`src/include/lane_map_params.svh`:
```
/*
  Register offsets, field positions, reset values and timing counts for the
  output pattern and lane map block.
  Assumes 8-bit register addresses and 16-bit register data.
*/
`ifndef LANE_MAP_PARAMS_SVH
`define LANE_MAP_PARAMS_SVH

`define REG_ANALOG_INPUT_SWAP     8'h24
`define REG_OUTPUT_PATTERN_SELECT 8'h25
`define REG_PATTERN_CODE_FIRST    8'h26
`define REG_PATTERN_CODE_SECOND   8'h27
`define REG_FINE_GAIN_ENABLE      8'h30
`define REG_FINE_GAIN_BASE        8'h34
`define REG_CHANNEL_MODE          8'h31

`define DUAL_SWAP_LSB             4
`define SINGLE_SWAP_BIT           6
`define PATTERN_FIELD_LSB         4
`define PATTERN_CODE_LSB          8
`define FINE_GAIN_ENABLE_BIT      0
`define CHANNEL_MODE_SINGLE_BIT   0

`define PATTERN_FIELD_RESET       3'h7
`define PATTERN_CODE_RESET        8'h00
`define FINE_GAIN_RESET           7'h00

`define CLOCK_PERIOD_NS           20
`define BIT_CLOCK_DIVIDE          2

`endif

```
`src/include/lane_map_pkg.sv`:
```
/*
  Types shared by the output pattern and lane map block.
  Assumes nothing beyond a SystemVerilog compiler.
*/
package lane_map_pkg;
  typedef enum logic [1:0] {
    output_normal_type_val = 2'b00,
    output_ramp_type_val   = 2'b01,
    output_toggle_type_val = 2'b10,
    output_hold_type_val   = 2'b11
  } output_mode_type;
endpackage

```
`src/core/fine_gain_store.sv`:
```
/*
  Eight fine gain words, one per converter branch, with registered read out.
  Assumes a single clock and writes from the register port of the parent.
*/
`timescale 1ns/1ns
`default_nettype none
module fine_gain_store #(
  parameter int branches = 8,
  parameter int width    = 7
) (
  input  wire logic                        clock,
  input  wire logic                        rstn,
  input  wire logic                        write_enable,
  input  wire logic [2:0]                  write_index,
  input  wire logic [width-1:0]            write_data,
  output var  logic [branches*width-1:0]   gains
);
  initial begin
    if (branches != 8) $error("fine_gain_store needs eight branches");
  end

  logic [width-1:0] store [branches];

  always_ff @(posedge clock or negedge rstn) begin
    if (!rstn) begin
      for (int i = 0; i < branches; i++) store[i] <= '0;
      gains <= '0;
    end else begin
      if (write_enable) store[write_index] <= write_data;
      for (int i = 0; i < branches; i++) gains[i*width +: width] <= store[i];
    end
  end
endmodule // fine_gain_store
`default_nettype wire

```
`src/core/lane_map_core.sv`:
```
/*
  Output side control of an interleaved 8-bit converter: input polarity swap,
  ramp and toggle test patterns, lane mapping, per-branch fine gain.
  Assumes branch samples arrive synchronous to clock, and a simple register
  write/read port on the same clock drives the configuration.
*/
`timescale 1ns/1ns
`default_nettype none
`include "lane_map_params.svh"

// Notes on behaviour
// - Dual mode: two bits swap each channel
// - Single mode: one bit swaps input
// - Swap set makes negative pin positive
// - Pattern replaces converted data on lanes
// - Ramp D6, toggle D5 selects
// - Ramp counts up, wraps at full scale
// - Toggle alternates first and second code
// - First code D15:D8, resets zero
// - Second code D15:D8, resets zero
// - Pattern field resets to 111b
// - Offset binary code, zero to 255
// - Dual mode lane and branch map
// - Single mode lane and branch map
// - Each branch has own fine gain
// - Frame and bit clocks from generator
// - Sample strobes divided from one clock
// - Fine gain only when enabled
module lane_map_core #(
  parameter int sample_width = 8,
  parameter int gain_width   = 7
) (
  input  wire logic                      clock,
  input  wire logic                      rstn,
  input  wire logic                      reg_write,
  input  wire logic                      reg_read,
  input  wire logic [7:0]                reg_address,
  input  wire logic [15:0]               reg_write_data,
  output var  logic [15:0]               reg_read_data,
  input  wire logic [8*sample_width-1:0] branch_samples,
  input  wire logic [7:0]                branch_input_positive,
  output var  logic [7:0]                branch_input_swapped,
  output var  logic [sample_width-1:0]   lane_one_a,
  output var  logic [sample_width-1:0]   lane_one_b,
  output var  logic [sample_width-1:0]   lane_two_a,
  output var  logic [sample_width-1:0]   lane_two_b,
  output var  logic [sample_width-1:0]   lane_three_a,
  output var  logic [sample_width-1:0]   lane_three_b,
  output var  logic [sample_width-1:0]   lane_four_a,
  output var  logic [sample_width-1:0]   lane_four_b,
  output var  logic                      frame_clock_out,
  output var  logic                      bit_clock_out,
  output var  logic [7:0]                sample_strobe
);
  initial begin
    if (sample_width != 8) $error("lane_map_core serves 8-bit samples only");
    if (gain_width != 7) $error("lane_map_core serves 7-bit fine gain only");
  end

  typedef struct packed {
    logic [1:0]              dual_input_swap;
    logic                    single_input_swap;
    logic [2:0]              pattern_field;
    logic [7:0]              pattern_code_a;
    logic [7:0]              pattern_code_b;
    logic                    fine_gain_enable;
    logic                    single_mode;
    logic [sample_width-1:0] ramp;
    logic                    toggle_phase;
    logic [1:0]              bit_divider;
    logic [2:0]              sample_phase;
    logic                    frame_clock_out;
    logic                    bit_clock_out;
    logic [7:0]              sample_strobe;
    logic [7:0]              branch_input_swapped;
    logic [8*sample_width-1:0] lanes;
    logic [15:0]             reg_read_data;
  } state_type;

  state_type state;
  state_type next_state;

  logic [8*gain_width-1:0] gains;
  logic                    gain_write;

  // Four word addresses share one decode; the low address bits pick the branch pair
  assign gain_write = reg_write && reg_address[7:2] == 6'(`REG_FINE_GAIN_BASE >> 2);

  fine_gain_store #(
    .branches (8),
    .width    (gain_width)
  ) gain_store (
    .clock        (clock),
    .rstn         (rstn),
    .write_enable (gain_write),
    .write_index  ({reg_address[1:0], reg_write_data[8]}),
    .write_data   (reg_write_data[gain_width-1:0]),
    .gains        (gains)
  );

  // Fine gain: 1 + g * 2^-13 with g signed, result saturated to the code range
  function automatic logic [sample_width-1:0] apply_gain(
    input logic [sample_width-1:0] sample,
    input logic [gain_width-1:0]   gain,
    input logic                    enable
  );
    logic signed [23:0] scaled;
    logic signed [24:0] total;
    scaled = $signed({1'b0, sample, 13'h0000}) + $signed({1'b0, sample}) * $signed(gain);
    total  = {scaled[23], scaled} + 25'sh0001000;
    if (!enable) return sample;
    if (total[24]) return '0;
    if (total[23:13] > 11'h0FF) return '1;
    return total[20:13];
  endfunction

  // Branch number (zero based) feeding each lane slot, slots ordered 1A..4B
  function automatic logic [2:0] branch_of(input logic [2:0] slot, input logic single);
    logic [23:0] dual_map;
    logic [23:0] single_map;
    dual_map   = {3'd7, 3'd5, 3'd6, 3'd4, 3'd3, 3'd1, 3'd2, 3'd0};
    single_map = {3'd3, 3'd6, 3'd2, 3'd7, 3'd4, 3'd1, 3'd5, 3'd0};
    return single ? single_map[slot*3 +: 3] : dual_map[slot*3 +: 3];
  endfunction

  lane_map_pkg::output_mode_type mode;

  always_comb begin
    case (state.pattern_field)
      3'b100, 3'b110, 3'b101: mode = lane_map_pkg::output_ramp_type_val;
      3'b010:                 mode = lane_map_pkg::output_toggle_type_val;
      3'b111:                 mode = lane_map_pkg::output_normal_type_val;
      default:                mode = lane_map_pkg::output_hold_type_val;
    endcase
  end

  always_comb begin
    logic [2:0] branch;
    logic [sample_width-1:0] pattern;
    branch = '0;
    pattern = '0;
    next_state = state;

    if (reg_write) begin
      case (reg_address)
        `REG_ANALOG_INPUT_SWAP: begin
          next_state.dual_input_swap   = reg_write_data[`DUAL_SWAP_LSB +: 2];
          next_state.single_input_swap = reg_write_data[`SINGLE_SWAP_BIT];
        end
        `REG_OUTPUT_PATTERN_SELECT:
          next_state.pattern_field = reg_write_data[`PATTERN_FIELD_LSB +: 3];
        `REG_PATTERN_CODE_FIRST:
          next_state.pattern_code_a = reg_write_data[`PATTERN_CODE_LSB +: 8];
        `REG_PATTERN_CODE_SECOND:
          next_state.pattern_code_b = reg_write_data[`PATTERN_CODE_LSB +: 8];
        `REG_FINE_GAIN_ENABLE:
          next_state.fine_gain_enable = reg_write_data[`FINE_GAIN_ENABLE_BIT];
        `REG_CHANNEL_MODE:
          next_state.single_mode = reg_write_data[`CHANNEL_MODE_SINGLE_BIT];
        default: begin
        end
      endcase
    end

    next_state.reg_read_data = '0;
    if (reg_read) begin
      case (reg_address)
        `REG_ANALOG_INPUT_SWAP:
          next_state.reg_read_data = {9'h000, state.single_input_swap, state.dual_input_swap, 4'h0};
        `REG_OUTPUT_PATTERN_SELECT:
          next_state.reg_read_data = {9'h000, state.pattern_field, 4'h0};
        `REG_PATTERN_CODE_FIRST:   next_state.reg_read_data = {state.pattern_code_a, 8'h00};
        `REG_PATTERN_CODE_SECOND:  next_state.reg_read_data = {state.pattern_code_b, 8'h00};
        `REG_FINE_GAIN_ENABLE:     next_state.reg_read_data = {15'h0000, state.fine_gain_enable};
        `REG_CHANNEL_MODE:         next_state.reg_read_data = {15'h0000, state.single_mode};
        default:                   next_state.reg_read_data = 16'h0000;
      endcase
    end

    // Polarity per branch: channel 1 owns branches 1-4, channel 2 branches 5-8
    for (int b = 0; b < 8; b++) begin
      if (state.single_mode)
        next_state.branch_input_swapped[b] = branch_input_positive[b] ^ state.single_input_swap;
      else
        next_state.branch_input_swapped[b] = branch_input_positive[b] ^ state.dual_input_swap[b/4];
    end

    // Patterns step once per output word so every lane sees the same sequence
    next_state.ramp = (mode == lane_map_pkg::output_ramp_type_val) ?
                      state.ramp + 1'b1 : '0;
    next_state.toggle_phase = (mode == lane_map_pkg::output_toggle_type_val) ?
                              ~state.toggle_phase : 1'b0;

    case (mode)
      lane_map_pkg::output_ramp_type_val:   pattern = state.ramp;
      lane_map_pkg::output_toggle_type_val: pattern = state.toggle_phase ? state.pattern_code_b
                                                                         : state.pattern_code_a;
      lane_map_pkg::output_hold_type_val:   pattern = state.pattern_code_a;
      default:                              pattern = '0;
    endcase

    for (int s = 0; s < 8; s++) begin
      branch = branch_of(3'(s), state.single_mode);
      if (mode != lane_map_pkg::output_normal_type_val)
        next_state.lanes[s*sample_width +: sample_width] = pattern;
      else
        next_state.lanes[s*sample_width +: sample_width] =
          apply_gain(branch_samples[branch*sample_width +: sample_width],
                     gains[branch*gain_width +: gain_width], state.fine_gain_enable);
    end

    // Link clocks and sample strobes all divided from the one input clock
    next_state.bit_divider = state.bit_divider + 1'b1;
    if (state.bit_divider == 2'(`BIT_CLOCK_DIVIDE - 1)) begin
      next_state.bit_divider = '0;
      next_state.bit_clock_out = ~state.bit_clock_out;
    end
    next_state.sample_phase = state.sample_phase + 1'b1;
    next_state.frame_clock_out = state.sample_phase[2];
    for (int b = 0; b < 8; b++) begin
      if (state.single_mode)
        next_state.sample_strobe[b] = state.sample_phase == 3'(b);
      else
        next_state.sample_strobe[b] = state.sample_phase[1:0] == 2'(b % 4);
    end
  end

  always_ff @(posedge clock or negedge rstn) begin
    if (!rstn) begin
      state <= '0;
      state.pattern_field <= `PATTERN_FIELD_RESET;
      state.pattern_code_a <= `PATTERN_CODE_RESET;
      state.pattern_code_b <= `PATTERN_CODE_RESET;
    end else begin
      state <= next_state;
    end
  end

  assign reg_read_data        = state.reg_read_data;
  assign branch_input_swapped = state.branch_input_swapped;
  assign lane_one_a   = state.lanes[0*sample_width +: sample_width];
  assign lane_one_b   = state.lanes[1*sample_width +: sample_width];
  assign lane_two_a   = state.lanes[2*sample_width +: sample_width];
  assign lane_two_b   = state.lanes[3*sample_width +: sample_width];
  assign lane_three_a = state.lanes[4*sample_width +: sample_width];
  assign lane_three_b = state.lanes[5*sample_width +: sample_width];
  assign lane_four_a  = state.lanes[6*sample_width +: sample_width];
  assign lane_four_b  = state.lanes[7*sample_width +: sample_width];
  assign frame_clock_out = state.frame_clock_out;
  assign bit_clock_out   = state.bit_clock_out;
  assign sample_strobe   = state.sample_strobe;
endmodule // lane_map_core
`default_nettype wire

```
`config.mk`:
```
export PLATFORM = sky130hd
export DESIGN_NAME = lane_map_core
export DESIGN_NICKNAME = d
export VERILOG_FILES = /design/src/include/lane_map_pkg.sv /design/src/core/fine_gain_store.sv /design/src/core/lane_map_core.sv
export VERILOG_INCLUDE_DIRS = /design/src /design/src/include
export SDC_FILE = /design/constraint.sdc
export NUM_CORES = 1
export LEC_CHECK = 0
export BUFFER_PORTS_ARGS = -buffer_cell sky130_fd_sc_hd__buf_2
export CORE_MARGIN = 2
export CORE_UTILIZATION = 53
export CTS_CLUSTER_DIAMETER = 30
export DETAILED_ROUTE_END_ITERATION = 6
export HOLD_SLACK_MARGIN = 0.03
export PLACE_DENSITY = 0.7
export SKIP_CTS_REPAIR_TIMING = 1
export SLEW_MARGIN = 20
export SYNTH_ARGS = -nofsm -noshare
export SYNTH_HDL_FRONTEND = slang
export SYNTH_SLANG_ARGS = --single-unit
```
`constraint.sdc`:
```
create_clock -name clock -period 7.7 [get_ports clock]
set_input_delay 0.77 -clock clock [delete_from_list [all_inputs] [get_ports clock]]
set_output_delay 0.77 -clock clock [all_outputs]
set_load 0.02 [all_outputs]
```
=== Word level (Yosys, flattened, before mapping) ===
Index checks and enable logic that the tools add are counted.

* Output and inout port bits: 98
* Word-level logic and storage cells: 285
* Input bits: 100
* Register bits: 248

* Add/subtract/negate cells: 19
* Shifts and indexed selects: 12
* Multiply operators: 14
* Reduce and logical (&&, ||, !) cells: 12
* Magnitude comparators: 10
* Bitwise operators: 19
* Equal/unequal tests: 26
* Multiplexer cells: 147

{| class="wikitable"
|+ Operators with widths
! operator !! count
|-
| $mux W8 || 58
|-
| $shiftx A64 B7 Y8 || 6
|-
| $shiftx A56 B7 Y7 || 6
|-
| $add A23 B14 Y24 const B || 8
|-
| $add A22 B16 Y23 || 8
|-
| $mul A9 B7 Y16 || 8
|-
| $pmux W16 S6 || 1
|-
| $gt A11 B8 Y1 const B || 8
|-
| $mux W1 || 75
|-
| $bwmux W56 || 1
|-
| $eq A8 B6 Y1 const B || 6
|-
| $mul A3 B3 Y6 const B || 6
|-
| $eq A3 B3 Y1 const B || 8
|-
| $pmux W8 S3 || 1
|-
| $demux W7 S3 || 1
|-
| $mux W16 || 1
|-
| $xor A1 B1 Y1 || 16
|-
| $mux W3 || 4
|-
| $reduce_and A2 Y1 || 6
|-
| $eq A3 B2 Y1 const B || 3
|-
| $add A8 B1 Y8 const B || 1
|-
| $eq A2 B2 Y1 const B || 4
|-
| $mux W7 || 1
|-
| $eq A2 B1 Y1 const B || 3
|-
| 15 further kinds || 19
|}

=== Depth between registers and ports, before layout ===
Gate-level depths: netlist of run 1.

* Depth in word-level cells: 16
* Depth in mapped cells: 27
* Depth with buffers taken out: 21

=== Modules after synthesis ===
Synthesis of run 1 repeated with hierarchy kept, for this count alone.

* Cell total of the unflattened synthesis: 3,010
* Area, all modules: 29,271.8 um^2

{| class="wikitable"
|+ By module, submodules not included
! module !! area each (um^2) !! times used !! cells each !! seq. area each (um^2)
|-
| lane_map_core || 25,708.4 || 1 || 2,827 || 3,306.9
|-
| fine_gain_store || 3,563.4 || 1 || 183 || 2,802.7
|}

=== Least setup slack after synthesis of run 1 ===
Ideal clock, no wire load.

* Path kind: register to register
* From: register state[112] in the netlist's numbering
* To: register state (netlist bit lane_four_b[5])
* Slack: 0.937 ns
* Required time: 7.564 ns
* Path buffers: 7
* Period minus slack after synthesis: 6.763 ns
* Library setup time: 0.136 ns
* Cell stages (with the launch flop): 25
* Arrival time: 6.627 ns
* Cell sequence: dfrtp_1 > buf_6 > buf_4 > buf_2 > buf_2 > buf_2 > buf_1 > mux2_2 > nand2_1 > fa_1 > fa_1 > inv_1 > fa_1 > fa_1 > ha_1 > nand2_1 > a211oi_2 > nand4_2 > a2111oi_4 > nor4_2 > or4b_1 > and3_1 > buf_6 > o31ai_2 > o21ai_1

{| class="wikitable"
|+ RTL lines
! what !! line !! source
|-
| from (decl) || lane_map_core.sv:80 || <nowiki>state_type state;</nowiki>
|-
| from (signal assigned) || lane_map_core.sv:235 || <nowiki>state <= next_state;</nowiki>
|}

==> impl_metrics.json, run 1 <==
{
  "ys_ff_latch": 244,
  "layout-drive-gt1-share": 0.160,
  "worst_clock_skew_ns": 0.0545,
  "setup_total_negative_slack_ns": 0,
  "maxSlewViolCount": 0,
  "synth_cells": 3034,
  "static-leakage-power_nw": 18.5,
  "die_area_um2": 57100,
  "first_global_vias": 23900,
  "clockBufferDepth": 3,
  "number_of_vias_after_detailed_routing": 22300,
  "area_growth_pct": 11.4,
  "via_per_inst": 5.66,
  "antenna_left": 0,
  "final_period_minus_worst_setup_slack_ns": 6.95,
  "ys_async_sr_fraction": 1.00,
  "drt-total-wl_um": 76700,
  "synth-seq-area-share": 0.209,
  "dieWidth_um": 239,
  "crit_path_start_kind": "register",
  "global_route.overflow_total": 0,
  "dr.first_iter.drc_count": 1299,
  "floorplan.io_pins": 198,
  "layout.cells.most_common": "sky130_fd_sc_hd__ha_1",
  "fillers": 4609,
  "hold_viol": 0,
  "finalPower_mw": 4.45,
  "routability_congestion_estimate_from_global_placement": 0.918,
  "maxCapViolCount": 0,
  "run_status": "finished, final reports clean",
  "timing.critical_path.arrival_ns": 7.40,
  "final_cell_mix": "519 x sky130_fd_sc_hd__ha_1, 505 x sky130_fd_sc_hd__inv_1, 273 x sky130_fd_sc_hd__nor2_1",
  "die_h_um": 239,
  "worst-slew-pin-transition_ns": 1.13,
  "power_density_nw_per_um2": 137,
  "final_net_count": 4063,
  "start_util": 0.534,
  "antenna_violations_before_repair": 3,
  "hold_class": "in -> async",
  "cts.htree.levels": 2,
  "wl_per_cell_um": 19.4,
  "critPathMaxFanout": 72,
  "setup_repair_after_global_routing_missed_its_margin": "no",
  "synth_cell_types": 85,
  "relSlewSlack": 0.237,
  "yosys-top-cells-area": "sky130_fd_sc_hd__ha_1 22%, sky130_fd_sc_hd__dfrtp_1 21%, sky130_fd_sc_hd__fa_1 17%",
  "pin_count_of_the_biggest_net_entering_global_routing": 141,
  "syn-cell-area_um2": 29200,
  "cts.clk_slew.worst_paths_ns": 0.06,
  "dp.final_hpwl_um": 59600,
  "grt_first_pass_wirelength_um": 123000,
  "track_usage": 0.276,
  "synth.avg_cell_area_um2": 9.64,
  "core_um2": 54800,
  "yosysWarningCount": 0,
  "cts_tree": "done",
  "worst_setup_path_end_kind": "register",
  "cts_buffers": 55,
  "clock_sinks": 244,
  "peakVddDrop_v": 0.000161,
  "criticalPathCategory": "reg -> reg",
  "clkLatencyLatePin_ns": 0.62,
  "remaining_drc_errors": 0,
  "io_buffers": 192,
  "synth_flop_cell": "sky130_fd_sc_hd__dfrtp_1",
  "worst-endpoint-required_ns": 8.14,
  "synth_enable_flop_cells": 0,
  "period_share": 0.903,
  "floorplan.rows": 86,
  "fmaxAchievable_ghz": 0.144,
  "clk_root_buffer_cell": "sky130_fd_sc_hd__clkbuf_16",
  "pre_repair_dr_iteration_count": 6,
  "setup_viol": 0,
  "yosys.area.top_type": "sky130_fd_sc_hd__ha_1",
  "top_cell_type_s_share_of_synthesized_area": 0.222
}
## critical path, stage by stage, from the launching register on
cell	delay, ns
sky130_fd_sc_hd__dfrtp_4	0.65
sky130_fd_sc_hd__buf_12	0.38
sky130_fd_sc_hd__mux2i_1	0.60
sky130_fd_sc_hd__inv_1	0.21
sky130_fd_sc_hd__nor2_1	0.22
sky130_fd_sc_hd__fa_1	0.45
sky130_fd_sc_hd__fa_1	0.52
sky130_fd_sc_hd__fa_1	0.52
sky130_fd_sc_hd__fa_1	0.50
sky130_fd_sc_hd__ha_1	0.32
sky130_fd_sc_hd__nand4_1	0.12
sky130_fd_sc_hd__a211oi_2	0.20
sky130_fd_sc_hd__nand4_2	0.20
sky130_fd_sc_hd__a2111oi_4	0.48
sky130_fd_sc_hd__nor4_2	0.14
sky130_fd_sc_hd__or4b_1	0.51
sky130_fd_sc_hd__and3_1	0.32
sky130_fd_sc_hd__o31ai_2	0.26
sky130_fd_sc_hd__o21ai_1	0.10
## Yosys cell counts (17+ instances only)
library cell	number
sky130_fd_sc_hd__xor2_1	30
sky130_fd_sc_hd__nand2_1	172
sky130_fd_sc_hd__nor2_1	274
sky130_fd_sc_hd__buf_4	97
sky130_fd_sc_hd__clkbuf_1	24
sky130_fd_sc_hd__mux2i_1	91
sky130_fd_sc_hd__ha_1	519
sky130_fd_sc_hd__nand4_1	17
sky130_fd_sc_hd__a21oi_1	72
sky130_fd_sc_hd__dfrtp_1	241
sky130_fd_sc_hd__o31ai_1	20
sky130_fd_sc_hd__and2_1	63
sky130_fd_sc_hd__mux2_2	95
sky130_fd_sc_hd__inv_1	505
sky130_fd_sc_hd__a21o_1	46
sky130_fd_sc_hd__xnor2_1	44
sky130_fd_sc_hd__nand3_1	42
sky130_fd_sc_hd__or2_2	52
sky130_fd_sc_hd__o211ai_1	22
sky130_fd_sc_hd__o21ai_0	45
sky130_fd_sc_hd__fa_1	248
sky130_fd_sc_hd__and3_1	33
## state kept, by name (all words and copies together) (netlist names)
register / count
lane_one_b: 8
gain_store.store: 56
lane_two_b: 8
lane_three_a: 8
next_state: 1
bit_clock_out: 1
reg_read_data: 12
lane_three_b: 8
lane_two_a: 8
state: 37
sample_strobe: 8
frame_clock_out: 1
lane_four_b: 8
branch_input_swapped: 8
lane_one_a: 8
lane_four_a: 8
gain_store.gains: 56
## final cells by class
cell class                 count  area, um^2  area share
clock inverter                36         454      0.0139
clock buffer                  66        1500      0.0460
multi-input combinational   2141       20300       0.623
timing repair buffer         248        1420      0.0435
tap                          704         881      0.0270
antenna                        3        7.51    0.000230
sequential                   244        6110       0.188
inverter                     506        1900      0.0583
## layer usage
layer / share of wire / global-route usage
met4: 0.049 / 0.144
met1: 0.40 / 0.328
met5: 0 / 0
met2: 0.48 / 0.470
met3: 0.072 / 0.0625
## worst paths after layout
path,start,to,slack [ns],cells after the start
max reg2reg,state[112]$_DFFE_PN0P_,lane_four_b[5]$_DFF_PN0_,0.75,18
max,state[112]$_DFFE_PN0P_,lane_four_b[5]$_DFF_PN0_,0.75,18
min reg2reg,gain_store.store[27]$_DFFE_PN0P_,gain_store.gains[34]$_DFF_PN0_,0.37,0
min in group clock,branch_input_positive[5],branch_input_swapped[5]$_DFF_PN0_,0.35,2
max in group asynchronous,rstn,lane_three_a[2]$_DFF_PN0_,6.21,2
min,rstn,state[120]$_DFFE_PN0P_,0.18,1
## stage by stage
step / setup WS, ns / instance area (um^2) / hold slack (ns) / utilization / std cells
6_report: 0.749 / 32600 / 0.175 / 0.595 / 3948
5_1_grt: 0.406 / 32600 / 0.239 / 0.595 / 3945
4_1_cts: 0.755 / 32600 / 0.211 / 0.595 / 3945
3_5_place_dp: 0.824 / 30600 / 0.357 / 0.559 / 3843
3_3_place_gp: 0.939 / 30600 / 0.354 / 0.559 / 3843
2_1_floorplan: 0.937 / 29200 / 0.349 / - / 3037
## power by group
part	internal [mW]	leakage (nW)	switching, mW	total, mW
registers	1.33	3.34	0.0333	1.36
clock network	1.58	0.952	0.822	2.40
logic	0.248	14.2	0.446	0.694
## logic make-up after synthesis
| kind of cell | Yosys count | synth area share |
|---|---|---|
| multiplexers | 188 | 0.0690 |
| other | 1 | 0.000128 |
| AND/OR/NAND/NOR | 736 | 0.120 |
| AO/OA/AOI/OAI | 372 | 0.0910 |
| XOR/XNOR | 74 | 0.0222 |
| flip-flops | 244 | 0.209 |
| adder cells (fa/ha/maj) | 767 | 0.392 |
| buffers and inverters | 652 | 0.0971 |
No activity file was read; power rests on OpenSTA's default activity.
==> run 2: changes to the inputs <==
--- a/config.mk
+++ b/config.mk
@@ -7,12 +7,14 @@
 export NUM_CORES = 1
 export LEC_CHECK = 0
 export BUFFER_PORTS_ARGS = -buffer_cell sky130_fd_sc_hd__buf_2
+export CAP_MARGIN = 20
 export CORE_MARGIN = 2
 export CORE_UTILIZATION = 53
 export CTS_CLUSTER_DIAMETER = 30
 export DETAILED_ROUTE_END_ITERATION = 6
 export HOLD_SLACK_MARGIN = 0.03
 export PLACE_DENSITY = 0.7
+export RECOVER_POWER = 100
 export SKIP_CTS_REPAIR_TIMING = 1
 export SLEW_MARGIN = 20
 export SYNTH_ARGS = -nofsm -noshare
==> run 2 against run 1 <==
Compared with the run above:
- die area stayed put
- first-iteration DRC count is 0.54% lower
- the run now ends with max-capacitance violations, max-slew violations left
- largest cell class unchanged
- critical path type unchanged
- clock skew is 0.0036 ns higher
- clock power hardly changed
==> impl_metrics.json, run 2 (synthesized netlist as in run 1, its figures left out) <==
{
  "antenna_violations_before_repair": 3,
  "final_period_minus_worst_setup_slack_ns": 7.28,
  "die_area_um2": 57100,
  "floorplan.rows": 86,
  "peakVddDrop_v": 0.000152,
  "power_density_nw_per_um2": 137,
  "area_growth_pct": 10.7,
  "final_net_count": 4063,
  "period_share": 0.945,
  "global_route.overflow_total": 0,
  "static-leakage-power_nw": 18.0,
  "criticalPathCategory": "reg -> reg",
  "timing.critical_path.slowest_cell_delay_ns": 0.81,
  "cts.htree.levels": 2,
  "start_util": 0.534,
  "relSlewSlack": -2.80,
  "antenna_left": 0,
  "cell_internal_pwr_mw": 3.15,
  "core_um2": 54800,
  "timing.critical_path.arrival_ns": 7.69,
  "wl_per_cell_um": 19.5,
  "power.switching_mw": 1.30,
  "critPathMaxFanout": 31,
  "multi_input_area_um2": 20300,
  "clockBufferDepth": 3,
  "worst_setup_path_end_kind": "register",
  "worst-endpoint-required_ns": 8.11,
  "clock_sinks": 244,
  "layout_top_registers": "gain_store.gains x56, gain_store.store x56, state x37",
  "dieWidth_um": 239,
  "io_buffers": 192,
  "violated_checks": "max-capacitance violations, max-slew violations",
  "number_of_vias_after_detailed_routing": 22200,
  "fin_ws_ns": 0.424,
  "clkLatencyLatePin_ns": 0.62,
  "fmaxAchievable_ghz": 0.137,
  "cell_chain_critical_path": "clkbuf_2 > mux2i_1 > or2_2 > fa_1 > fa_1 > inv_1 > fa_1 > fa_1 > ha_1 > a211oi_1 > nand2_1 > o21ai_0 > o211ai_1 > a21o_1 > or4_1 > nand3_1 > nor2_1 > o311ai_0",
  "pin_count_of_the_biggest_net_entering_global_routing": 141,
  "routability_congestion_estimate_from_global_placement": 0.918,
  "dr.first_iter.drc_count": 1292,
  "power_switching_share": 0.292,
  "critical_path.n_buffers_inverters": 2,
  "clkPwrFrac": 0.539,
  "maxSlewViolCount": 140,
  "final_cell_mix": "519 x sky130_fd_sc_hd__ha_1, 505 x sky130_fd_sc_hd__inv_1, 273 x sky130_fd_sc_hd__nor2_1",
  "worst_path_max_delay_cell": "sky130_fd_sc_hd__mux2i_1",
  "finalPower_mw": 4.44,
  "die_h_um": 239,
  "grt_first_pass_wirelength_um": 123000,
  "power.sequential.fraction": 0.306,
  "setup_repair_after_global_routing_missed_its_margin": "no",
  "layout.cells.most_common": "sky130_fd_sc_hd__ha_1",
  "clk_root_buffer_cell": "sky130_fd_sc_hd__clkbuf_16",
  "run_status": "finished, violations left",
  "setup_viol": 0,
  "share_of_total_power_in_combinational_logic": 0.154,
  "cts_tree": "done",
  "cts_buffers": 55,
  "fillers": 4670,
  "layout-drive-gt1-share": 0.127,
  "cts.clk_slew.worst_paths_ns": 0.06,
  "dp.final_hpwl_um": 59600,
  "remaining_drc_errors": 0,
  "dp_slack_ns": 0.824,
  "first_global_vias": 23900,
  "hold_class": "in -> reg",
  "cpMostUsedCell": "sky130_fd_sc_hd__fa_1",
  "setup_total_negative_slack_ns": 0,
  "timing.critical_path.max_delay_family": "adder cells",
  "track_usage": 0.276,
  "pre_repair_dr_iteration_count": 5,
  "worst_clock_skew_ns": 0.0581,
  "crit_path_start_kind": "register",
  "drt-total-wl_um": 76800,
  "regArea_um2": 6110,
  "worst-slew-pin-transition_ns": 5.70,
  "maxCapViolCount": 3,
  "hold_viol": 0,
  "via_per_inst": 5.63,
  "floorplan.io_pins": 198
}
==> run 2: cell count changes in the layout (fill, tap and decap cells not counted), sizes merged <==
cell / delta
clkbuf: +100
buf: -100
diode: -2
==> run 2: metrics by stage <==
step | hold slack, ns | cells | utilization | area [um^2]
floorplan | 0.349 | 3037 | - | 29200
CTS | 0.211 | 3945 | 0.595 | 32600
finish | 0.350 | 3946 | 0.591 | 32400
detailed placement | 0.357 | 3843 | 0.559 | 30600
global placement | 0.354 | 3843 | 0.559 | 30600
global route | 0.348 | 3945 | 0.591 | 32400
==> run 2: area by class of cell <==
class	count	share of cell area
diodes	1	0.0000773
clock buffers	66	0.0463
clock inverters	36	0.0140
inverters	506	0.0587
multi-input cells	2141	0.626
flip-flops and latches	244	0.189
well taps	704	0.0272
repair buffers	248	0.0392
==> run 2: power groups by stage <==
| stage | registers (mW) | clock network, mW | logic [mW] |
|---|---|---|---|
| 2_1_floorplan | 1.37 | 0 | 0.458 |
| 3_3_place_gp | 1.38 | 0 | 0.667 |
| 3_5_place_dp | 1.38 | 0 | 0.687 |
| 4_1_cts | 1.36 | 2.44 | 0.694 |
| 5_1_grt | 1.37 | 2.50 | 0.767 |
| 6_report | 1.36 | 2.40 | 0.686 |
==> run 2: layer usage <==
layer | vias up | GRT usage | routed length [um]
met3 | 207 | 0.0625 | 5640
met1 | 11000 | 0.328 | 30400
met5 | - | 0 | 0
met2 | 707 | 0.470 | 36800
met4 | 0 | 0.144 | 3870
li1 | 10300 | - | -
==> run 2: path summary, 6_finish.rpt <==
path / end / cells past startpoint / slack, ns / startpoint
setup / recovery: lane_one_b[2]$_DFF_PN0_ / 18 / 0.42 / state[112]$_DFFE_PN0P_
hold / removal: branch_input_swapped[5]$_DFF_PN0_ / 2 / 0.35 / branch_input_positive[5]
setup reg to reg: lane_one_b[2]$_DFF_PN0_ / 18 / 0.42 / state[112]$_DFFE_PN0P_
max in group asynchronous: lane_four_b[1]$_DFF_PN0_ / 1 / 2.25 / rstn
min in group asynchronous: state[128]$_DFFE_PN0P_ / 1 / 2.25 / rstn
hold reg to reg: gain_store.gains[34]$_DFF_PN0_ / 0 / 0.37 / gain_store.store[27]$_DFFE_PN0P_
==> run 3: changes to the inputs <==
--- a/config.mk
+++ b/config.mk
@@ -6,14 +6,13 @@
 export SDC_FILE = /design/constraint.sdc
 export NUM_CORES = 1
 export LEC_CHECK = 0
-export BUFFER_PORTS_ARGS = -buffer_cell sky130_fd_sc_hd__buf_2
-export CAP_MARGIN = 20
 export CORE_MARGIN = 2
 export CORE_UTILIZATION = 53
 export CTS_CLUSTER_DIAMETER = 30
 export DETAILED_ROUTE_END_ITERATION = 6
+export DONT_BUFFER_PORTS = 1
 export HOLD_SLACK_MARGIN = 0.03
-export PLACE_DENSITY = 0.7
+export PLACE_DENSITY = 0.67
 export RECOVER_POWER = 100
 export SKIP_CTS_REPAIR_TIMING = 1
 export SLEW_MARGIN = 20
==> run 3 against run 2 <==
Compared with the run above:
- setup slack better by 0.40 ns
- wire length is 1.2% lower
- highest routed layer is now met5
- the run ends with max-capacitance violations left
- final area is 2.6% lower
- power is 2.9% lower
==> impl_metrics.json, run 3 (synthesized netlist as in run 1, its figures left out) <==
{
  "run_status": "finished, violations left",
  "violated_checks": "max-capacitance violations",
  "finalHoldWorstSlack_ns": 0.238,
  "worst-slew-pin-transition_ns": 1.46,
  "cell_chain_critical_path": "buf_12 > mux2i_1 > clkbuf_1 > inv_1 > buf_4 > nand2_1 > fa_1 > fa_1 > inv_1 > fa_1 > fa_1 > ha_1 > nand2_1 > a211oi_2 > nand4_1 > a2111oi_4 > nor4_1 > or4b_1 > and3_1 > o31ai_1 > o21ai_1",
  "track_usage": 0.273,
  "reg2reg_setup_slack_ns": 0.82,
  "timing.critical_path.arrival_ns": 7.29,
  "layout.cells.most_common": "sky130_fd_sc_hd__ha_1",
  "antenna_violations_before_repair": 1,
  "setup_total_negative_slack_ns": 0,
  "setup_repair_after_global_routing_missed_its_margin": "no",
  "core_um2": 54800,
  "hold_class": "in -> reg",
  "layout_top_registers": "gain_store.gains x56, gain_store.store x56, state x37",
  "die_area_um2": 57100,
  "start_util": 0.534,
  "critPathMaxFanout": 69,
  "fmaxAchievable_ghz": 0.145,
  "final_net_count": 3874,
  "cts.htree.levels": 2,
  "floorplan.rows": 86,
  "pre_repair_dr_iteration_count": 7,
  "via_per_inst": 5.71,
  "criticalPathCategory": "reg -> reg",
  "worst_clock_skew_ns": 0.0567,
  "maxCapViolCount": 1,
  "worst_path_max_delay_cell": "sky130_fd_sc_hd__fa_1",
  "min-delay-start": "branch_input_positive[2]",
  "power_density_nw_per_um2": 137,
  "timing.critical_path.slowest_cell_delay_ns": 0.57,
  "clockBufferDepth": 3,
  "remaining_drc_errors": 0,
  "met2_demand_to_capacity_share_in_global_routing": 0.463,
  "dp.final_hpwl_um": 59600,
  "number_of_vias_after_detailed_routing": 21400,
  "regToRegStartpoint": "state[112]$_DFFE_PN0P_",
  "grt_first_pass_wirelength_um": 122000,
  "cts_tree": "done",
  "global_route.overflow_total": 0,
  "hold_viol": 0,
  "clkLatencyLatePin_ns": 0.63,
  "maxSlewViolCount": 0,
  "met1_usage": 0.347,
  "wl_per_cell_um": 20.2,
  "timing.reg2reg.worst_path_depth": 21,
  "cpMostUsedCell": "sky130_fd_sc_hd__fa_1",
  "met3_grt_util": 0.0537,
  "crit_path_start_kind": "register",
  "final_cell_mix": "519 x sky130_fd_sc_hd__ha_1, 505 x sky130_fd_sc_hd__inv_1, 273 x sky130_fd_sc_hd__nor2_1",
  "clk_root_buffer_cell": "sky130_fd_sc_hd__clkbuf_16",
  "reg2reg_to": "lane_four_b[4]$_DFF_PN0_",
  "relSlewSlack": 0.0117,
  "cp-startpoint": "state[112]$_DFFE_PN0P_",
  "cts_buffers": 53,
  "floorplan.io_pins": 198,
  "setup_viol": 0,
  "dr.first_iter.drc_count": 1312,
  "period_share": 0.893,
  "die_h_um": 239,
  "io_buffers": 0,
  "routability_congestion_estimate_from_global_placement": 0.924,
  "static-leakage-power_nw": 17.5,
  "crit_path_end": "lane_four_b[4]$_DFF_PN0_",
  "worst_setup_path_end_kind": "register",
  "worst-endpoint-required_ns": 8.11,
  "peakVddDrop_v": 0.000185,
  "drt-total-wl_um": 75800,
  "antenna_left": 0,
  "cts.clk_slew.worst_paths_ns": 0.05,
  "final_period_minus_worst_setup_slack_ns": 6.88,
  "grt.busiest_layer": "met2",
  "n_antenna_cell": 0,
  "pin_count_of_the_biggest_net_entering_global_routing": 245,
  "layout-drive-gt1-share": 0.101,
  "first_global_vias": 22600,
  "clock_sinks": 244,
  "area_growth_pct": 7.80,
  "dieWidth_um": 239
}
-- run 3: cell types whose count changed in the layout (fill, tap and decap cells not counted), moves of 2 or more --
cell                         previous run  this run
sky130_fd_sc_hd__and2_1                56        59
sky130_fd_sc_hd__and2_0                 9         6
sky130_fd_sc_hd__buf_4                 49        53
sky130_fd_sc_hd__clkinv_2               8         5
sky130_fd_sc_hd__clkbuf_1             102         8
sky130_fd_sc_hd__clkbuf_8               8         6
sky130_fd_sc_hd__buf_2                 97         0
sky130_fd_sc_hd__clkinvlp_4             4         8
sky130_fd_sc_hd__clkinv_4               6         2
sky130_fd_sc_hd__clkbuf_16             55        53
sky130_fd_sc_hd__inv_6                  3         9
sky130_fd_sc_hd__inv_8                  7         0
-- run 3: area by class of cell --
cell class,count,area [um^2]
timing repair buffer,61,490
fill,4687,23300
sequential,244,6110
clock buffer,63,1420
inverter,506,1900
tap,704,881
multi-input combinational,2141,20300
clock inverter,33,442
-- run 3: stage by stage --
step | area [um^2] | util | setup WS, ns | cells | power (mW)
final | 31500 | 0.575 | 0.821 | 3752 | 4.32
after global routing | 31500 | 0.575 | 0.420 | 3752 | 4.49
after CTS | 31500 | 0.576 | 1.05 | 3750 | 4.32
after detailed placement | 29700 | 0.542 | 1.10 | 3654 | 1.96
after global placement | 29700 | 0.542 | 1.22 | 3654 | 1.94
after floorplan | 29200 | - | 0.937 | 3037 | 1.82
-- run 3: worst max-delay path: cells and delay by family (launching register included) --
family	cells	cell delay [ns]
AOI/OAI and AO/OA	4	1.08
adders and majority gates	5	2.40
buffers and inverters	5	1.05
DFF	1	0.45
muxes	1	0.24
and+or+nand+nor	6	1.42
-- run 3: per-layer routing --
layer,part of all wire,up-vias
met1,0.41,10600
li1,-,9953
met5,0.00022,-
met3,0.071,148
met2,0.48,693
met4,0.033,2
-- run 3: how the worst min path moves through the flow --
stage | slack, ns | cells past startpoint | to
floorplan | 0.35 | 0 | gain_store.gains[0]$_DFF_PN0_
global placement | 0.35 | 0 | gain_store.gains[3]$_DFF_PN0_
detailed placement | 0.36 | 0 | gain_store.gains[28]$_DFF_PN0_
CTS | -0.18 | 0 | lane_three_b[1]$_DFF_PN0_
global route | 0.24 | 1 | branch_input_swapped[2]$_DFF_PN0_
finish | 0.24 | 1 | branch_input_swapped[2]$_DFF_PN0_
-- run 3: report_power, final --
part | switching [mW] | internal (mW)
sequential | 0.0614 | 1.33
combinational | 0.367 | 0.219
clock | 0.805 | 1.54
total | 1.23 | 3.08
